[config.mk]
export PLATFORM = sky130hd
export DESIGN_NAME = motor_position_command_decoder
export DESIGN_NICKNAME = d
export VERILOG_FILES = /design/src/core/pos_cmd_pkg.sv /design/src/core/cmd_link_if.sv /design/src/core/frame_parser.sv /design/src/core/reply_builder.sv /design/src/core/motor_position_command_decoder.sv
export SDC_FILE = /design/constraint.sdc
export NUM_CORES = 1
export LEC_CHECK = 0
export ABC_AREA = 1
export BUFFER_PORTS_ARGS = -buffer_cell sky130_fd_sc_hd__buf_4
export CORE_MARGIN = 5
export CORE_UTILIZATION = 40
export DETAILED_ROUTE_END_ITERATION = 8
export PLACE_DENSITY_LB_ADDON = 0.3
export SLEW_MARGIN = 10
export SYNTH_ARGS = -nofsm -noshare
export SYNTH_HDL_FRONTEND = slang
export SYNTH_SLANG_ARGS = --single-unit
[constraint.sdc]
create_clock -name mclk -period 2.5 [get_ports mclk]
set_input_delay 0.25 -clock mclk [delete_from_list [all_inputs] [get_ports mclk]]
set_output_delay 0.25 -clock mclk [all_outputs]
set_load 0.05 [all_outputs]
[src/core/pos_cmd_pkg.sv]
// Constants and types shared by the motor position command decoder.
// Summary of operation
// Address byte: 11, four address bits, wire bit, rw
// Report actual and target as signed 16-bit
// Safe position 11 bits, high byte padded ones
// Master ignores unresolved low position bits
// Status reply order: ident, act, tag, safe, filler
// Stall information offered beside position values
// Master requests status with address plus 0xFC
// Master reads stored bytes with address plus 0x82
// Reply eight stored bytes in ascending order
// Go-to-safe moves target to safe position
// Go-to-safe ignored while stopping or shut down
// Coil fault forces immediate stop and shutdown
// Stop while moving raises step loss flag
// After stop, target takes actual position
// Immediate stop on master command 0x85
// Zeroing clears actual and target positions
// Reload restores every working parameter default
// Reload keeps actual and target positions
// Master avoids reload while a motion runs
// Continuous-run command starts endless motion
// Codes: status 0xFC, safe 0x84, stop 0x85
// Codes: zero 0x86, reload 0x87, bytes 0x82
// General call address accepted for commands; status and stored-byte requests sent by it leave the reply kind unchanged
// Unknown codes and wrong lengths are ignored
`default_nettype none

package pos_cmd_pkg;
  // ----------------------------------------
  // Widths
  // ----------------------------------------
  localparam int POS_W  = 16;  // Position word
  localparam int SAFE_W = 11;  // Safe position field
  localparam int EXT_W  = POS_W - SAFE_W;
  localparam int IDX_W  = 4;   // Byte counter
  localparam int NVB_N  = 8;   // Stored nonvolatile bytes

  // ----------------------------------------
  // Frame layout
  // ----------------------------------------
  localparam logic [1:0]       ADDR_FIXED   = 2'h3;   // Bits 7:6 of address
  localparam logic [6:0]       GEN_CALL     = 7'h00;  // General call address
  localparam logic [IDX_W-1:0] IDX_CMD      = 4'h1;   // Command byte slot
  localparam logic [IDX_W-1:0] CMD_FRAME_N  = 4'h2;   // Bytes in command frame
  localparam logic [IDX_W-1:0] IDX_MAX      = 4'hF;   // Counter saturation
  localparam logic [IDX_W-1:0] RD_FIRST     = 4'h1;   // First reply slot
  localparam logic [2:0]       ID2_FIXED    = 3'h7;   // Top of ident byte
  localparam logic [4:0]       SAFE_HI_FILL = 5'h1F;  // Pad over safe[10:8]
  localparam logic [7:0]       FILL_BYTE    = 8'hFF;  // Filler byte

  // ----------------------------------------
  // Command codes
  // ----------------------------------------
  localparam logic [7:0] CMD_STATUS = 8'hFC;
  localparam logic [7:0] CMD_NVREAD = 8'h82;
  localparam logic [7:0] CMD_SAFE   = 8'h84;
  localparam logic [7:0] CMD_STOP   = 8'h85;
  localparam logic [7:0] CMD_ZERO   = 8'h86;
  localparam logic [7:0] CMD_RELOAD = 8'h87;
  localparam logic [7:0] CMD_RUN    = 8'h97;

  // ----------------------------------------
  // Reset values
  // ----------------------------------------
  localparam logic [SAFE_W-1:0] SAFE_DEFAULT = 11'h000;
  localparam logic [POS_W-1:0]  POS_ZERO     = 16'h0000;

  // Which reply a read frame returns
  typedef enum logic {REPLY_STATUS = 1'b0, REPLY_NVB = 1'b1} reply_t;

  // Immediate stop sequence, Gray from IDLE to WAIT to HOLD; HOLD back to IDLE flips both bits
  typedef enum logic [1:0] {
    STOP_IDLE = 2'b00,
    STOP_WAIT = 2'b01,
    STOP_HOLD = 2'b11
  } stop_state_t;
endpackage

`default_nettype wire

[src/core/cmd_link_if.sv]
// Frame parser to command core link.
`default_nettype none

interface cmd_link_if;
  logic                               cmd_valid;   // Complete command frame
  logic [7:0]                         cmd;         // Command code
  logic                               cmd_bcast;   // Came by general call
  logic                               addr_match;  // Frame is for this node
  logic [pos_cmd_pkg::IDX_W-1:0]      read_index;  // Next reply slot

  modport parser (output cmd_valid, cmd, cmd_bcast, addr_match, read_index);
  modport core   (input cmd_valid, cmd, cmd_bcast, addr_match, read_index);
endinterface

`default_nettype wire

[src/core/frame_parser.sv]
// Byte level frame tracker: address match, command capture, read slots.
`default_nettype none

module frame_parser (
  input  wire logic       mclk,
  input  wire logic       rst,
  input  wire logic       start_seen,
  input  wire logic       stop_seen,
  input  wire logic       rx_valid,
  input  wire logic [7:0] rx_byte,
  input  wire logic       tx_req,
  input  wire logic [3:0] programmable_address_bits,
  input  wire logic       hardwired_address_bit,
  cmd_link_if.parser      link
);
  logic [pos_cmd_pkg::IDX_W-1:0] idx_q, idx_d;  // Bytes received
  logic [pos_cmd_pkg::IDX_W-1:0] rd_q, rd_d;    // Next reply slot
  logic                          match_q, match_d;
  logic                          rw_q, rw_d;
  logic                          bc_q, bc_d;
  logic [7:0]                    cmd_q, cmd_d;
  logic                          valid_q, valid_d;
  logic [6:0]                    own_addr;

  // ----------------------------------------
  // Next state
  // ----------------------------------------
  // Address layout check
  assign own_addr = {pos_cmd_pkg::ADDR_FIXED, programmable_address_bits,
                     hardwired_address_bit};

  always_comb begin
    idx_d   = idx_q;
    rd_d    = rd_q;
    match_d = match_q;
    rw_d    = rw_q;
    bc_d    = bc_q;
    cmd_d   = cmd_q;
    valid_d = 1'b0;
    if (start_seen) begin
      // New frame clears byte count and match, sets reply slot back to the first
      idx_d   = '0;
      rd_d    = pos_cmd_pkg::RD_FIRST;
      match_d = 1'b0;
    end else if (rx_valid) begin
      if (idx_q == '0) begin
        rw_d = rx_byte[0];
        bc_d = (rx_byte[7:1] == pos_cmd_pkg::GEN_CALL);
        // General call accepted for writes
        match_d = (rx_byte[7:1] == own_addr) || (bc_d && !rx_byte[0]);
      end else if (idx_q == pos_cmd_pkg::IDX_CMD) begin
        cmd_d = rx_byte;
      end
      if (idx_q != pos_cmd_pkg::IDX_MAX) begin
        idx_d = idx_q + 1'b1;
      end
    end else if (tx_req && match_q && rw_q && rd_q != pos_cmd_pkg::IDX_MAX) begin
      // Reply slots advance per byte read
      rd_d = rd_q + 1'b1;
    end else if (stop_seen) begin
      // Only exact two-byte write frames count
      valid_d = match_q && !rw_q && (idx_q == pos_cmd_pkg::CMD_FRAME_N);
      match_d = 1'b0;
    end
  end

  // ----------------------------------------
  // Registers
  // ----------------------------------------
  always_ff @(posedge mclk) begin
    if (rst) begin
      idx_q   <= '0;
      rd_q    <= pos_cmd_pkg::RD_FIRST;
      match_q <= 1'b0;
      rw_q    <= 1'b0;
      bc_q    <= 1'b0;
      cmd_q   <= 8'h00;
      valid_q <= 1'b0;
    end else begin
      idx_q   <= idx_d;
      rd_q    <= rd_d;
      match_q <= match_d;
      rw_q    <= rw_d;
      bc_q    <= bc_d;
      cmd_q   <= cmd_d;
      valid_q <= valid_d;
    end
  end

  assign link.cmd_valid  = valid_q;
  assign link.cmd        = cmd_q;
  assign link.cmd_bcast  = bc_q;
  assign link.addr_match = match_q;
  assign link.read_index = rd_q;
endmodule // frame_parser

`default_nettype wire

[src/core/reply_builder.sv]
// Selects the reply byte for a read slot.
`default_nettype none

module reply_builder (
  input  wire logic                                 kind,
  input  wire logic [pos_cmd_pkg::IDX_W-1:0]        slot,
  input  wire logic [pos_cmd_pkg::POS_W-1:0]        actual_position,
  input  wire logic [pos_cmd_pkg::POS_W-1:0]        target_position,
  input  wire logic [pos_cmd_pkg::SAFE_W-1:0]       safe_position,
  input  wire logic [3:0]                           programmable_address_bits,
  input  wire logic                                 hardwired_address_bit,
  input  wire logic [8*pos_cmd_pkg::NVB_N-1:0]      nvb_bytes,
  output logic [7:0]                                reply
);
  logic [7:0] nvb [pos_cmd_pkg::NVB_N];  // Stored bytes by index

  // Split the stored bytes, byte 0 lowest
  for (genvar i = 0; i < pos_cmd_pkg::NVB_N; i++) begin : g_nvb
    assign nvb[i] = nvb_bytes[8*i +: 8];
  end

  always_comb begin
    reply = pos_cmd_pkg::FILL_BYTE;
    if (kind == pos_cmd_pkg::REPLY_NVB) begin
      // Stored bytes in ascending order
      if (slot >= 4'h1 && slot <= 4'h8) begin
        reply = nvb[3'(slot - 4'h1)];
      end
    end else begin
      // Status reply order
      unique case (slot)
        4'h1:    reply = {pos_cmd_pkg::ID2_FIXED, programmable_address_bits,
                          hardwired_address_bit};
        4'h2:    reply = actual_position[15:8];
        4'h3:    reply = actual_position[7:0];
        4'h4:    reply = target_position[15:8];
        4'h5:    reply = target_position[7:0];
        4'h6:    reply = safe_position[7:0];
        // Safe high bits padded with ones
        4'h7:    reply = {pos_cmd_pkg::SAFE_HI_FILL, safe_position[10:8]};
        default: reply = pos_cmd_pkg::FILL_BYTE;
      endcase
    end
  end
endmodule // reply_builder

`default_nettype wire

[src/core/motor_position_command_decoder.sv]
// Top of the motor position command decoder: commands, positions, stop.
`default_nettype none

module motor_position_command_decoder (
  input  wire logic                              mclk,
  input  wire logic                              rst,
  // Byte engine of the serial slave
  input  wire logic                              start_seen,
  input  wire logic                              stop_seen,
  input  wire logic                              rx_valid,
  input  wire logic [7:0]                        rx_byte,
  input  wire logic                              tx_req,
  output logic [7:0]                             tx_byte,
  output logic                                   addr_match,
  // Node address and stored bytes
  input  wire logic [3:0]                        programmable_address_bits,
  input  wire logic                              hardwired_address_bit,
  input  wire logic [8*pos_cmd_pkg::NVB_N-1:0]   nvb_bytes,
  // Motion side
  input  wire logic                              step_pulse,
  input  wire logic                              step_up,
  input  wire logic                              motor_moving,
  input  wire logic                              coil_fault,
  input  wire logic                              step_loss_clear,
  output logic [pos_cmd_pkg::POS_W-1:0]          actual_position,
  output logic [pos_cmd_pkg::POS_W-1:0]          target_position,
  output logic [pos_cmd_pkg::SAFE_W-1:0]         safe_position,
  output logic                                   continuous_run,
  output logic                                   stop_active,
  output logic                                   shutdown,
  output logic                                   step_loss_flag,
  output logic                                   defaults_reloaded
);
  // ----------------------------------------
  // Declarations
  // ----------------------------------------
  cmd_link_if link ();

  logic [pos_cmd_pkg::POS_W-1:0]  act_q, act_d;      // Actual position
  logic [pos_cmd_pkg::POS_W-1:0]  tag_q, tag_d;      // Target position
  logic [pos_cmd_pkg::SAFE_W-1:0] safe_q, safe_d;    // Safe position
  logic                           run_q, run_d;      // Continuous motion
  logic                           shut_q, shut_d;    // Shutdown mode
  logic                           loss_q, loss_d;    // Step loss flag
  logic                           rel_q, rel_d;      // Reload pulse
  logic                           kind_q, kind_d;    // Reply selection
  logic [7:0]                     tx_q, tx_d;        // Reply byte
  pos_cmd_pkg::stop_state_t       st_q, st_d;        // Stop sequence
  logic                           stop_q, stop_d;    // Stop sequence busy
  logic [7:0]                     reply;             // Byte for this slot
  logic                           cmd_ok;            // Command frame taken
  logic                           do_safe;           // Go-to-safe accepted
  logic                           do_stop;           // Stop requested
  logic                           do_zero;
  logic                           do_reload;
  logic                           do_run;
  logic [pos_cmd_pkg::POS_W-1:0]  safe_ext;          // Safe as position

  // ----------------------------------------
  // Submodules
  // ----------------------------------------
  frame_parser u_parser (
    .mclk                      (mclk),
    .rst                       (rst),
    .start_seen                (start_seen),
    .stop_seen                 (stop_seen),
    .rx_valid                  (rx_valid),
    .rx_byte                   (rx_byte),
    .tx_req                    (tx_req),
    .programmable_address_bits (programmable_address_bits),
    .hardwired_address_bit     (hardwired_address_bit),
    .link                      (link.parser)
  );

  // Positions reported as signed words
  reply_builder u_reply (
    .kind                      (kind_q),
    .slot                      (link.read_index),
    .actual_position           (act_q),
    .target_position           (tag_q),
    .safe_position             (safe_q),
    .programmable_address_bits (programmable_address_bits),
    .hardwired_address_bit     (hardwired_address_bit),
    .nvb_bytes                 (nvb_bytes),
    .reply                     (reply)
  );

  // ----------------------------------------
  // Command decode
  // ----------------------------------------
  assign cmd_ok   = link.cmd_valid;
  // Safe field sign extended to a position
  assign safe_ext = {{pos_cmd_pkg::EXT_W{safe_q[pos_cmd_pkg::SAFE_W-1]}}, safe_q};

  // Stop code or coil fault
  assign do_stop   = (cmd_ok && link.cmd == pos_cmd_pkg::CMD_STOP) || coil_fault;
  // Safe move ignored while stopping or shut down
  assign do_safe   = cmd_ok && link.cmd == pos_cmd_pkg::CMD_SAFE && !shut_q
                     && st_q == pos_cmd_pkg::STOP_IDLE && !coil_fault;
  // Remaining action codes
  assign do_zero   = cmd_ok && link.cmd == pos_cmd_pkg::CMD_ZERO;
  assign do_reload = cmd_ok && link.cmd == pos_cmd_pkg::CMD_RELOAD;
  assign do_run    = cmd_ok && link.cmd == pos_cmd_pkg::CMD_RUN && !shut_q
                     && !coil_fault;

  // ----------------------------------------
  // Reply selection and read data
  // ----------------------------------------
  always_comb begin
    kind_d = kind_q;
    tx_d   = tx_q;
    // Status request picks the status reply
    if (cmd_ok && !link.cmd_bcast && link.cmd == pos_cmd_pkg::CMD_STATUS) begin
      kind_d = pos_cmd_pkg::REPLY_STATUS;
    end
    // Stored byte request picks that reply
    if (cmd_ok && !link.cmd_bcast && link.cmd == pos_cmd_pkg::CMD_NVREAD) begin
      kind_d = pos_cmd_pkg::REPLY_NVB;
    end
    // Next reply byte loaded on request
    if (tx_req && link.addr_match) begin
      tx_d = reply;
    end
  end

  always_ff @(posedge mclk) begin
    if (rst) begin
      kind_q <= pos_cmd_pkg::REPLY_STATUS;
      tx_q   <= pos_cmd_pkg::FILL_BYTE;
    end else begin
      kind_q <= kind_d;
      tx_q   <= tx_d;
    end
  end

  // ----------------------------------------
  // Immediate stop sequence
  // ----------------------------------------
  always_comb begin
    st_d = st_q;
    unique case (st_q)
      pos_cmd_pkg::STOP_IDLE: if (do_stop) st_d = pos_cmd_pkg::STOP_WAIT;
      // Wait for the motor to come to rest
      pos_cmd_pkg::STOP_WAIT: if (!motor_moving) st_d = pos_cmd_pkg::STOP_HOLD;
      // One cycle to copy actual into target
      pos_cmd_pkg::STOP_HOLD: st_d = do_stop ? pos_cmd_pkg::STOP_WAIT
                                              : pos_cmd_pkg::STOP_IDLE;
      default:                st_d = pos_cmd_pkg::STOP_IDLE;
    endcase
    // Busy flag registered so the output leaves a flip-flop
    stop_d = (st_d != pos_cmd_pkg::STOP_IDLE);
  end

  always_ff @(posedge mclk) begin
    if (rst) begin
      st_q   <= pos_cmd_pkg::STOP_IDLE;
      stop_q <= 1'b0;
    end else begin
      st_q   <= st_d;
      stop_q <= stop_d;
    end
  end

  // ----------------------------------------
  // Positions, parameters and flags
  // ----------------------------------------
  always_comb begin
    act_d  = act_q;
    tag_d  = tag_q;
    safe_d = safe_q;
    run_d  = run_q;
    shut_d = shut_q;
    loss_d = loss_q;
    rel_d  = 1'b0;
    // Actual position follows the step engine
    if (step_pulse) begin
      act_d = step_up ? act_q + 1'b1 : act_q - 1'b1;
    end
    // Hold the stop position
    if (st_q == pos_cmd_pkg::STOP_HOLD) begin
      tag_d = act_q;
    end
    // Target becomes the safe position
    if (do_safe) begin
      tag_d = safe_ext;
      run_d = 1'b0;
    end
    // Enter continuous motion
    if (do_run) begin
      run_d = 1'b1;
    end
    // Working parameters back to defaults
    if (do_reload) begin
      safe_d = pos_cmd_pkg::SAFE_DEFAULT;
      run_d  = 1'b0;
      shut_d = 1'b0;
      rel_d  = 1'b1;
    end
    // Stop cancels continuous motion
    if (do_stop) begin
      run_d = 1'b0;
    end
    // Coil fault leads to shutdown
    if (coil_fault) begin
      shut_d = 1'b1;
    end
    // Zeroing wins over stepping and copying
    if (do_zero) begin
      act_d = pos_cmd_pkg::POS_ZERO;
      tag_d = pos_cmd_pkg::POS_ZERO;
    end
    // Stop while moving, set wins over clear
    if (step_loss_clear) begin
      loss_d = 1'b0;
    end
    if (do_stop && motor_moving) begin
      loss_d = 1'b1;
    end
  end

  always_ff @(posedge mclk) begin
    if (rst) begin
      act_q  <= pos_cmd_pkg::POS_ZERO;
      tag_q  <= pos_cmd_pkg::POS_ZERO;
      safe_q <= pos_cmd_pkg::SAFE_DEFAULT;
      run_q  <= 1'b0;
      shut_q <= 1'b0;
      loss_q <= 1'b0;
      rel_q  <= 1'b0;
    end else begin
      act_q  <= act_d;
      tag_q  <= tag_d;
      safe_q <= safe_d;
      run_q  <= run_d;
      shut_q <= shut_d;
      loss_q <= loss_d;
      rel_q  <= rel_d;
    end
  end

  // ----------------------------------------
  // Outputs
  // ----------------------------------------
  assign tx_byte           = tx_q;
  assign addr_match        = link.addr_match;
  assign actual_position   = act_q;
  assign target_position   = tag_q;
  assign safe_position     = safe_q;
  assign continuous_run    = run_q;
  assign stop_active       = stop_q;
  assign shutdown          = shut_q;
  // Stall information beside positions
  assign step_loss_flag    = loss_q;
  assign defaults_reloaded = rel_q;
endmodule // motor_position_command_decoder

`default_nettype wire

==> run_summary.xml <==
<?xml version="1.0" encoding="UTF-8"?>
<metrics>
  <group name="cts">
    <metric name="clock_insertion_delay_worst_skew" unit="ns">0.34</metric>
    <metric name="tritoncts" unit="">built</metric>
    <metric name="clock_sink_count" unit="">68</metric>
    <metric name="root_buffer" unit="">sky130_fd_sc_hd__clkbuf_16</metric>
    <metric name="cts_htree_levels" unit="">3</metric>
    <metric name="cts_buffers" unit="">9</metric>
    <metric name="cts-resized-gates" unit="">0</metric>
    <metric name="clockBufferDepth" unit="">2</metric>
    <metric name="clkTransAtPathRegs" unit="ns">0.06</metric>
    <metric name="cts.hold.buffers_added" unit="">0</metric>
    <metric name="post_cts_setup_buffer_count" unit="">0</metric>
  </group>
  <group name="final_layout">
    <metric name="final_layout_size_suffix_gt1_share" unit="%">20.32</metric>
    <metric name="insertedDiodeCount" unit="">0</metric>
    <metric name="layout.filler_cells" unit="">1281</metric>
    <metric name="area.growth.synth_to_final" unit="%">27.53</metric>
    <metric name="utilization" unit="%">52.16</metric>
    <metric name="instances_no_fill" unit="">1072</metric>
    <metric name="finalNetCount" unit="">1032</metric>
  </group>
  <group name="yosys">
    <metric name="yosysUniqueCellTypes" unit="">41</metric>
    <metric name="synth-async-reset-ratio" unit="%">0</metric>
    <metric name="synth.yosys.seq_area_share" unit="%">27.71</metric>
    <metric name="synth_top_cell_area_share" unit="%">27.71</metric>
    <metric name="synth.ff_latch_count" unit="">68</metric>
    <metric name="netlist.top_cell.by_area" unit="">sky130_fd_sc_hd__dfxtp_1</metric>
    <metric name="ys_dominant_reg_cell" unit="">sky130_fd_sc_hd__dfxtp_1</metric>
    <metric name="post_synth.cell_area_avg" unit="µm²">6.179</metric>
    <metric name="synth_top_cells_by_area" unit="">sky130_fd_sc_hd__dfxtp_1, sky130_fd_sc_hd__nand2_1, sky130_fd_sc_hd__nand3_1</metric>
    <metric name="yosysWarnings" unit="">0</metric>
    <metric name="synthesis.instances" unit="">795</metric>
    <metric name="number_of_flops_mapped_to_enable_cells_by_yosys" unit="">0</metric>
    <metric name="syn-cell-area" unit="µm²">4912</metric>
  </group>
  <group name="power_and_ir_drop">
    <metric name="share_seq_of_total_power" unit="%">36.1</metric>
    <metric name="power_report.internal_total" unit="µW">2208</metric>
    <metric name="worst_ir_drop_vdd" unit="V">0.0002923</metric>
    <metric name="power.share.clock" unit="%">39.9</metric>
    <metric name="leakagePower" unit="µW">0.003076</metric>
    <metric name="power_per_cell_area" unit="nW/µm²">518.8</metric>
    <metric name="power.combinational.fraction" unit="%">24.0</metric>
    <metric name="power.switching_fraction" unit="%">32.06</metric>
    <metric name="p_switching" unit="µW">1042</metric>
  </group>
  <group name="placed_design">
    <metric name="dp_cells" unit="">1056</metric>
    <metric name="port-buffer-count" unit="">133</metric>
    <metric name="place.gp.congestion" unit="">0.8857</metric>
    <metric name="post-dp-hpwl" unit="µm">11460</metric>
    <metric name="preCtsSetupSlack" unit="ns">0.3245</metric>
  </group>
  <group name="drt">
    <metric name="drt_iter0_markers" unit="">274</metric>
    <metric name="met1Wirelength" unit="µm">6546</metric>
    <metric name="drt_pass1_iterations" unit="">5</metric>
    <metric name="topRoutingLayerUsed" unit="">met4</metric>
    <metric name="drcViolationCount" unit="">0</metric>
    <metric name="detail-route-antenna-nets" unit="">0</metric>
    <metric name="met2_length" unit="µm">6552</metric>
    <metric name="avgViaCountPerCell" unit="">4.953</metric>
    <metric name="routedWlPerCell" unit="µm">13.60</metric>
    <metric name="routed_wl_met3" unit="µm">1192</metric>
    <metric name="total_number_of_vias" unit="">5310</metric>
    <metric name="detail_route.wirelength" unit="µm">14570</metric>
  </group>
  <group name="worst_setup_path">
    <metric name="crit_path_start_kind" unit="">register</metric>
    <metric name="worst_path_top_cell_family_by_delay" unit="">simple AND/OR/NAND/NOR gates</metric>
    <metric name="critical_path.max_fanout" unit="">16</metric>
    <metric name="critical_path.endpoint_type" unit="">register</metric>
    <metric name="critPathArrivalTime" unit="ns">2.12</metric>
    <metric name="crit_cells" unit="">6</metric>
    <metric name="ff2ff_setup_slack" unit="ns">0.58</metric>
    <metric name="worst-setup-path-type" unit="">register to register</metric>
    <metric name="crit_buf_inv" unit="">1</metric>
    <metric name="crit_required" unit="ns">2.70</metric>
    <metric name="worst-r2r-cell-count" unit="">6</metric>
    <metric name="worstPathCellList" unit="">inv_1 -&gt; ha_1 -&gt; nor3_1 -&gt; nand4_1 -&gt; o21ai_0 -&gt; a21oi_1</metric>
    <metric name="reg2reg_from" unit="">u_parser.idx_q[0]</metric>
    <metric name="timing.critical_path.slowest_cell_delay" unit="ns">0.48</metric>
    <metric name="startpoint" unit="">u_parser.idx_q[0]</metric>
    <metric name="setup.worst_path.end" unit="">u_parser.link.cmd[2]</metric>
    <metric name="crit_slowest_cell" unit="">sky130_fd_sc_hd__nand4_1</metric>
    <metric name="r2r_end" unit="">u_parser.link.cmd[2]</metric>
  </group>
  <group name="floorplanning">
    <metric name="io_pins" unit="">145</metric>
    <metric name="initial_util" unit="%">40.90</metric>
    <metric name="rows" unit="">40</metric>
    <metric name="dieWidth" unit="µm">120.8</metric>
    <metric name="die_area" unit="µm²">14600</metric>
    <metric name="die-height" unit="µm">120.8</metric>
    <metric name="core-area" unit="µm²">12010</metric>
  </group>
  <group name="timing">
    <metric name="fin_skew" unit="ns">0.008926</metric>
    <metric name="worst_pin_slew" unit="ns">0.8973</metric>
    <metric name="setup_viol" unit="">0</metric>
    <metric name="finalWorstSetupSlack" unit="ns">0.5830</metric>
    <metric name="timing.max_slew.rel_slack" unit="%">40.03</metric>
    <metric name="final-max-slew-violation-count" unit="">0</metric>
    <metric name="unrepaired_setup_endpoints_after_global_routing" unit="">false</metric>
    <metric name="final.setup.tns" unit="ns">0</metric>
    <metric name="max_clock_freq" unit="GHz">0.5217</metric>
    <metric name="final_hold_viol_count" unit="">0</metric>
    <metric name="min_period" unit="ns">1.917</metric>
    <metric name="fin_crit_sh" unit="%">76.68</metric>
  </group>
  <group name="global_routing">
    <metric name="wire_length_of_the_first_global_routing_pass" unit="µm">23330</metric>
    <metric name="grt_start_max_net_pins" unit="">35</metric>
    <metric name="grt.overflow.total" unit="">0</metric>
    <metric name="grt_pass1_vias" unit="">4856</metric>
    <metric name="antenna_found_initial" unit="">0</metric>
    <metric name="total_routing_usage_gr" unit="%">19.86</metric>
  </group>
  <group name="worst_hold_path">
    <metric name="hold_path.class" unit="">primary input to register</metric>
  </group>
  <group name="job">
    <metric name="drv.max_cap_violation_count" unit="">0</metric>
  </group>
  <group name="run_status">
    <metric name="outcome" unit="">completed</metric>
  </group>
</metrics>
[layer usage]
| layer | vias up | GRT usage, % |
|---|---|---|
| met2 | 184 | 32.41 |
| met4 | 0 | 7.153 |
| met3 | 22 | 5.051 |
| met5 | - | 0 |
| li1 | 2791 | - |
| met1 | 2313 | 25.32 |
[state kept, by name, summed over array words and instances (netlist names)]
| signal | flops |
|---|---|
| st_q | 2 |
| u_parser.link.cmd_bcast | 1 |
| defaults_reloaded | 1 |
| u_parser.link.addr_match | 1 |
| shutdown | 1 |
| continuous_run | 1 |
| kind_q | 1 |
| u_parser.link.cmd_valid | 1 |
| u_parser.rw_q | 1 |
| u_parser.link.cmd | 8 |
| stop_active | 1 |
| target_position | 16 |
| step_loss_flag | 1 |
| u_parser.idx_q | 4 |
| u_parser.link.read_index | 4 |
| actual_position | 16 |
| tx_byte | 8 |
[kinds of logic (layout without fill, tap and decap cells)]
logic type	Yosys count	count (layout)	share of synthesized area [%]
AO/OA/AOI/OAI	117	117	13.12
XOR/XNOR	6	6	1.452
adder cells (fa/ha/maj)	24	24	6.266
buffers and inverters	147	267	12.74
flip-flops	68	68	27.71
other	1	11	0.07634
AND/OR/NAND/NOR	432	432	38.64
[worst reg2reg max path: cells and delay by family, from the launching register on]
kind,cells,cell delay (ns)
flops,1,0.36
simple gates,2,0.64
fa+ha+maj,1,0.23
compound gates,2,0.44
buf+inv,1,0.11
[metrics by stage]
step	hold slack, ns	total power, µW	area [µm²]
global route	0.08345	3411	6265
detailed placement	0.4319	1972	5962
finish	0.08045	3250	6265
floorplan	0.3287	1718	4950
CTS	0.07500	3263	6265
global placement	0.4305	1966	5962
[cells in the final DEF (no fill, tap or decap), types with 3 or more instances in the layout]
cell type                   count
sky130_fd_sc_hd__nand2_1      221
sky130_fd_sc_hd__dfxtp_1       68
sky130_fd_sc_hd__nor2_2        13
sky130_fd_sc_hd__clkbuf_16      9
sky130_fd_sc_hd__conb_1        11
sky130_fd_sc_hd__o21ai_0       42
sky130_fd_sc_hd__ha_1          23
sky130_fd_sc_hd__xor2_1         3
sky130_fd_sc_hd__a21oi_1       62
sky130_fd_sc_hd__inv_2          5
sky130_fd_sc_hd__clkinv_2       3
sky130_fd_sc_hd__nor4_1         3
sky130_fd_sc_hd__nand3_1      102
sky130_fd_sc_hd__o211ai_1       4
sky130_fd_sc_hd__nor2_1        61
sky130_fd_sc_hd__inv_1        108
sky130_fd_sc_hd__nand2_2        4
sky130_fd_sc_hd__buf_4        136
sky130_fd_sc_hd__nor3_1        11
sky130_fd_sc_hd__nand4_1        6
sky130_fd_sc_hd__o22ai_1        3
[layout make-up]
class / instances / area (µm²) / area share [%]
clock buffers: 10 / 239.0 / 3.815
clock inverters: 6 / 63.81 / 1.019
inverters: 115 / 432.9 / 6.910
multi-input cells: 590 / 2963 / 47.29
flip-flops and latches: 68 / 1361 / 21.73
well taps: 147 / 183.9 / 2.936
repair buffers: 136 / 1021 / 16.30
[how the worst min path moves through the flow]
stage	to	start	slack (ns)	cells past startpoint
finish	st_q[1]	motor_moving	0.08	2
global route	st_q[1]	motor_moving	0.08	2
CTS	st_q[1]	motor_moving	0.08	2
detailed placement	st_q[1]	motor_moving	0.43	2
global placement	st_q[1]	motor_moving	0.43	2
floorplan	st_q[1]	motor_moving	0.33	1
[power by group through the flow]
stage / registers (µW) / clock network (µW) / logic [µW]
global route: 1180 / 1370 / 863
detailed placement: 1200 / 0 / 776
floorplan: 1290 / 0 / 424
CTS: 1170 / 1310 / 781
global placement: 1200 / 0 / 770
finish: 1170 / 1300 / 781
[cells in the mapped netlist, types with 2 or more instances]
master	count
sky130_fd_sc_hd__nand2_1	221
sky130_fd_sc_hd__inv_1	108
sky130_fd_sc_hd__nand3_1	102
sky130_fd_sc_hd__dfxtp_1	68
sky130_fd_sc_hd__a21oi_1	62
sky130_fd_sc_hd__nor2_1	61
sky130_fd_sc_hd__o21ai_0	42
sky130_fd_sc_hd__ha_1	23
sky130_fd_sc_hd__buf_4	13
sky130_fd_sc_hd__nor2_2	13
sky130_fd_sc_hd__nor3_1	11
sky130_fd_sc_hd__clkbuf_1	10
sky130_fd_sc_hd__buf_2	7
sky130_fd_sc_hd__nand4_1	6
sky130_fd_sc_hd__inv_2	5
sky130_fd_sc_hd__nand2_2	4
sky130_fd_sc_hd__o211ai_1	4
sky130_fd_sc_hd__nor4_1	3
sky130_fd_sc_hd__o22ai_1	3
sky130_fd_sc_hd__xor2_1	3
sky130_fd_sc_hd__a21oi_2	2
sky130_fd_sc_hd__buf_6	2
sky130_fd_sc_hd__nor2_4	2
sky130_fd_sc_hd__or2_2	2
sky130_fd_sc_hd__xnor2_1	2
Power figures use the tool's default switching activity.
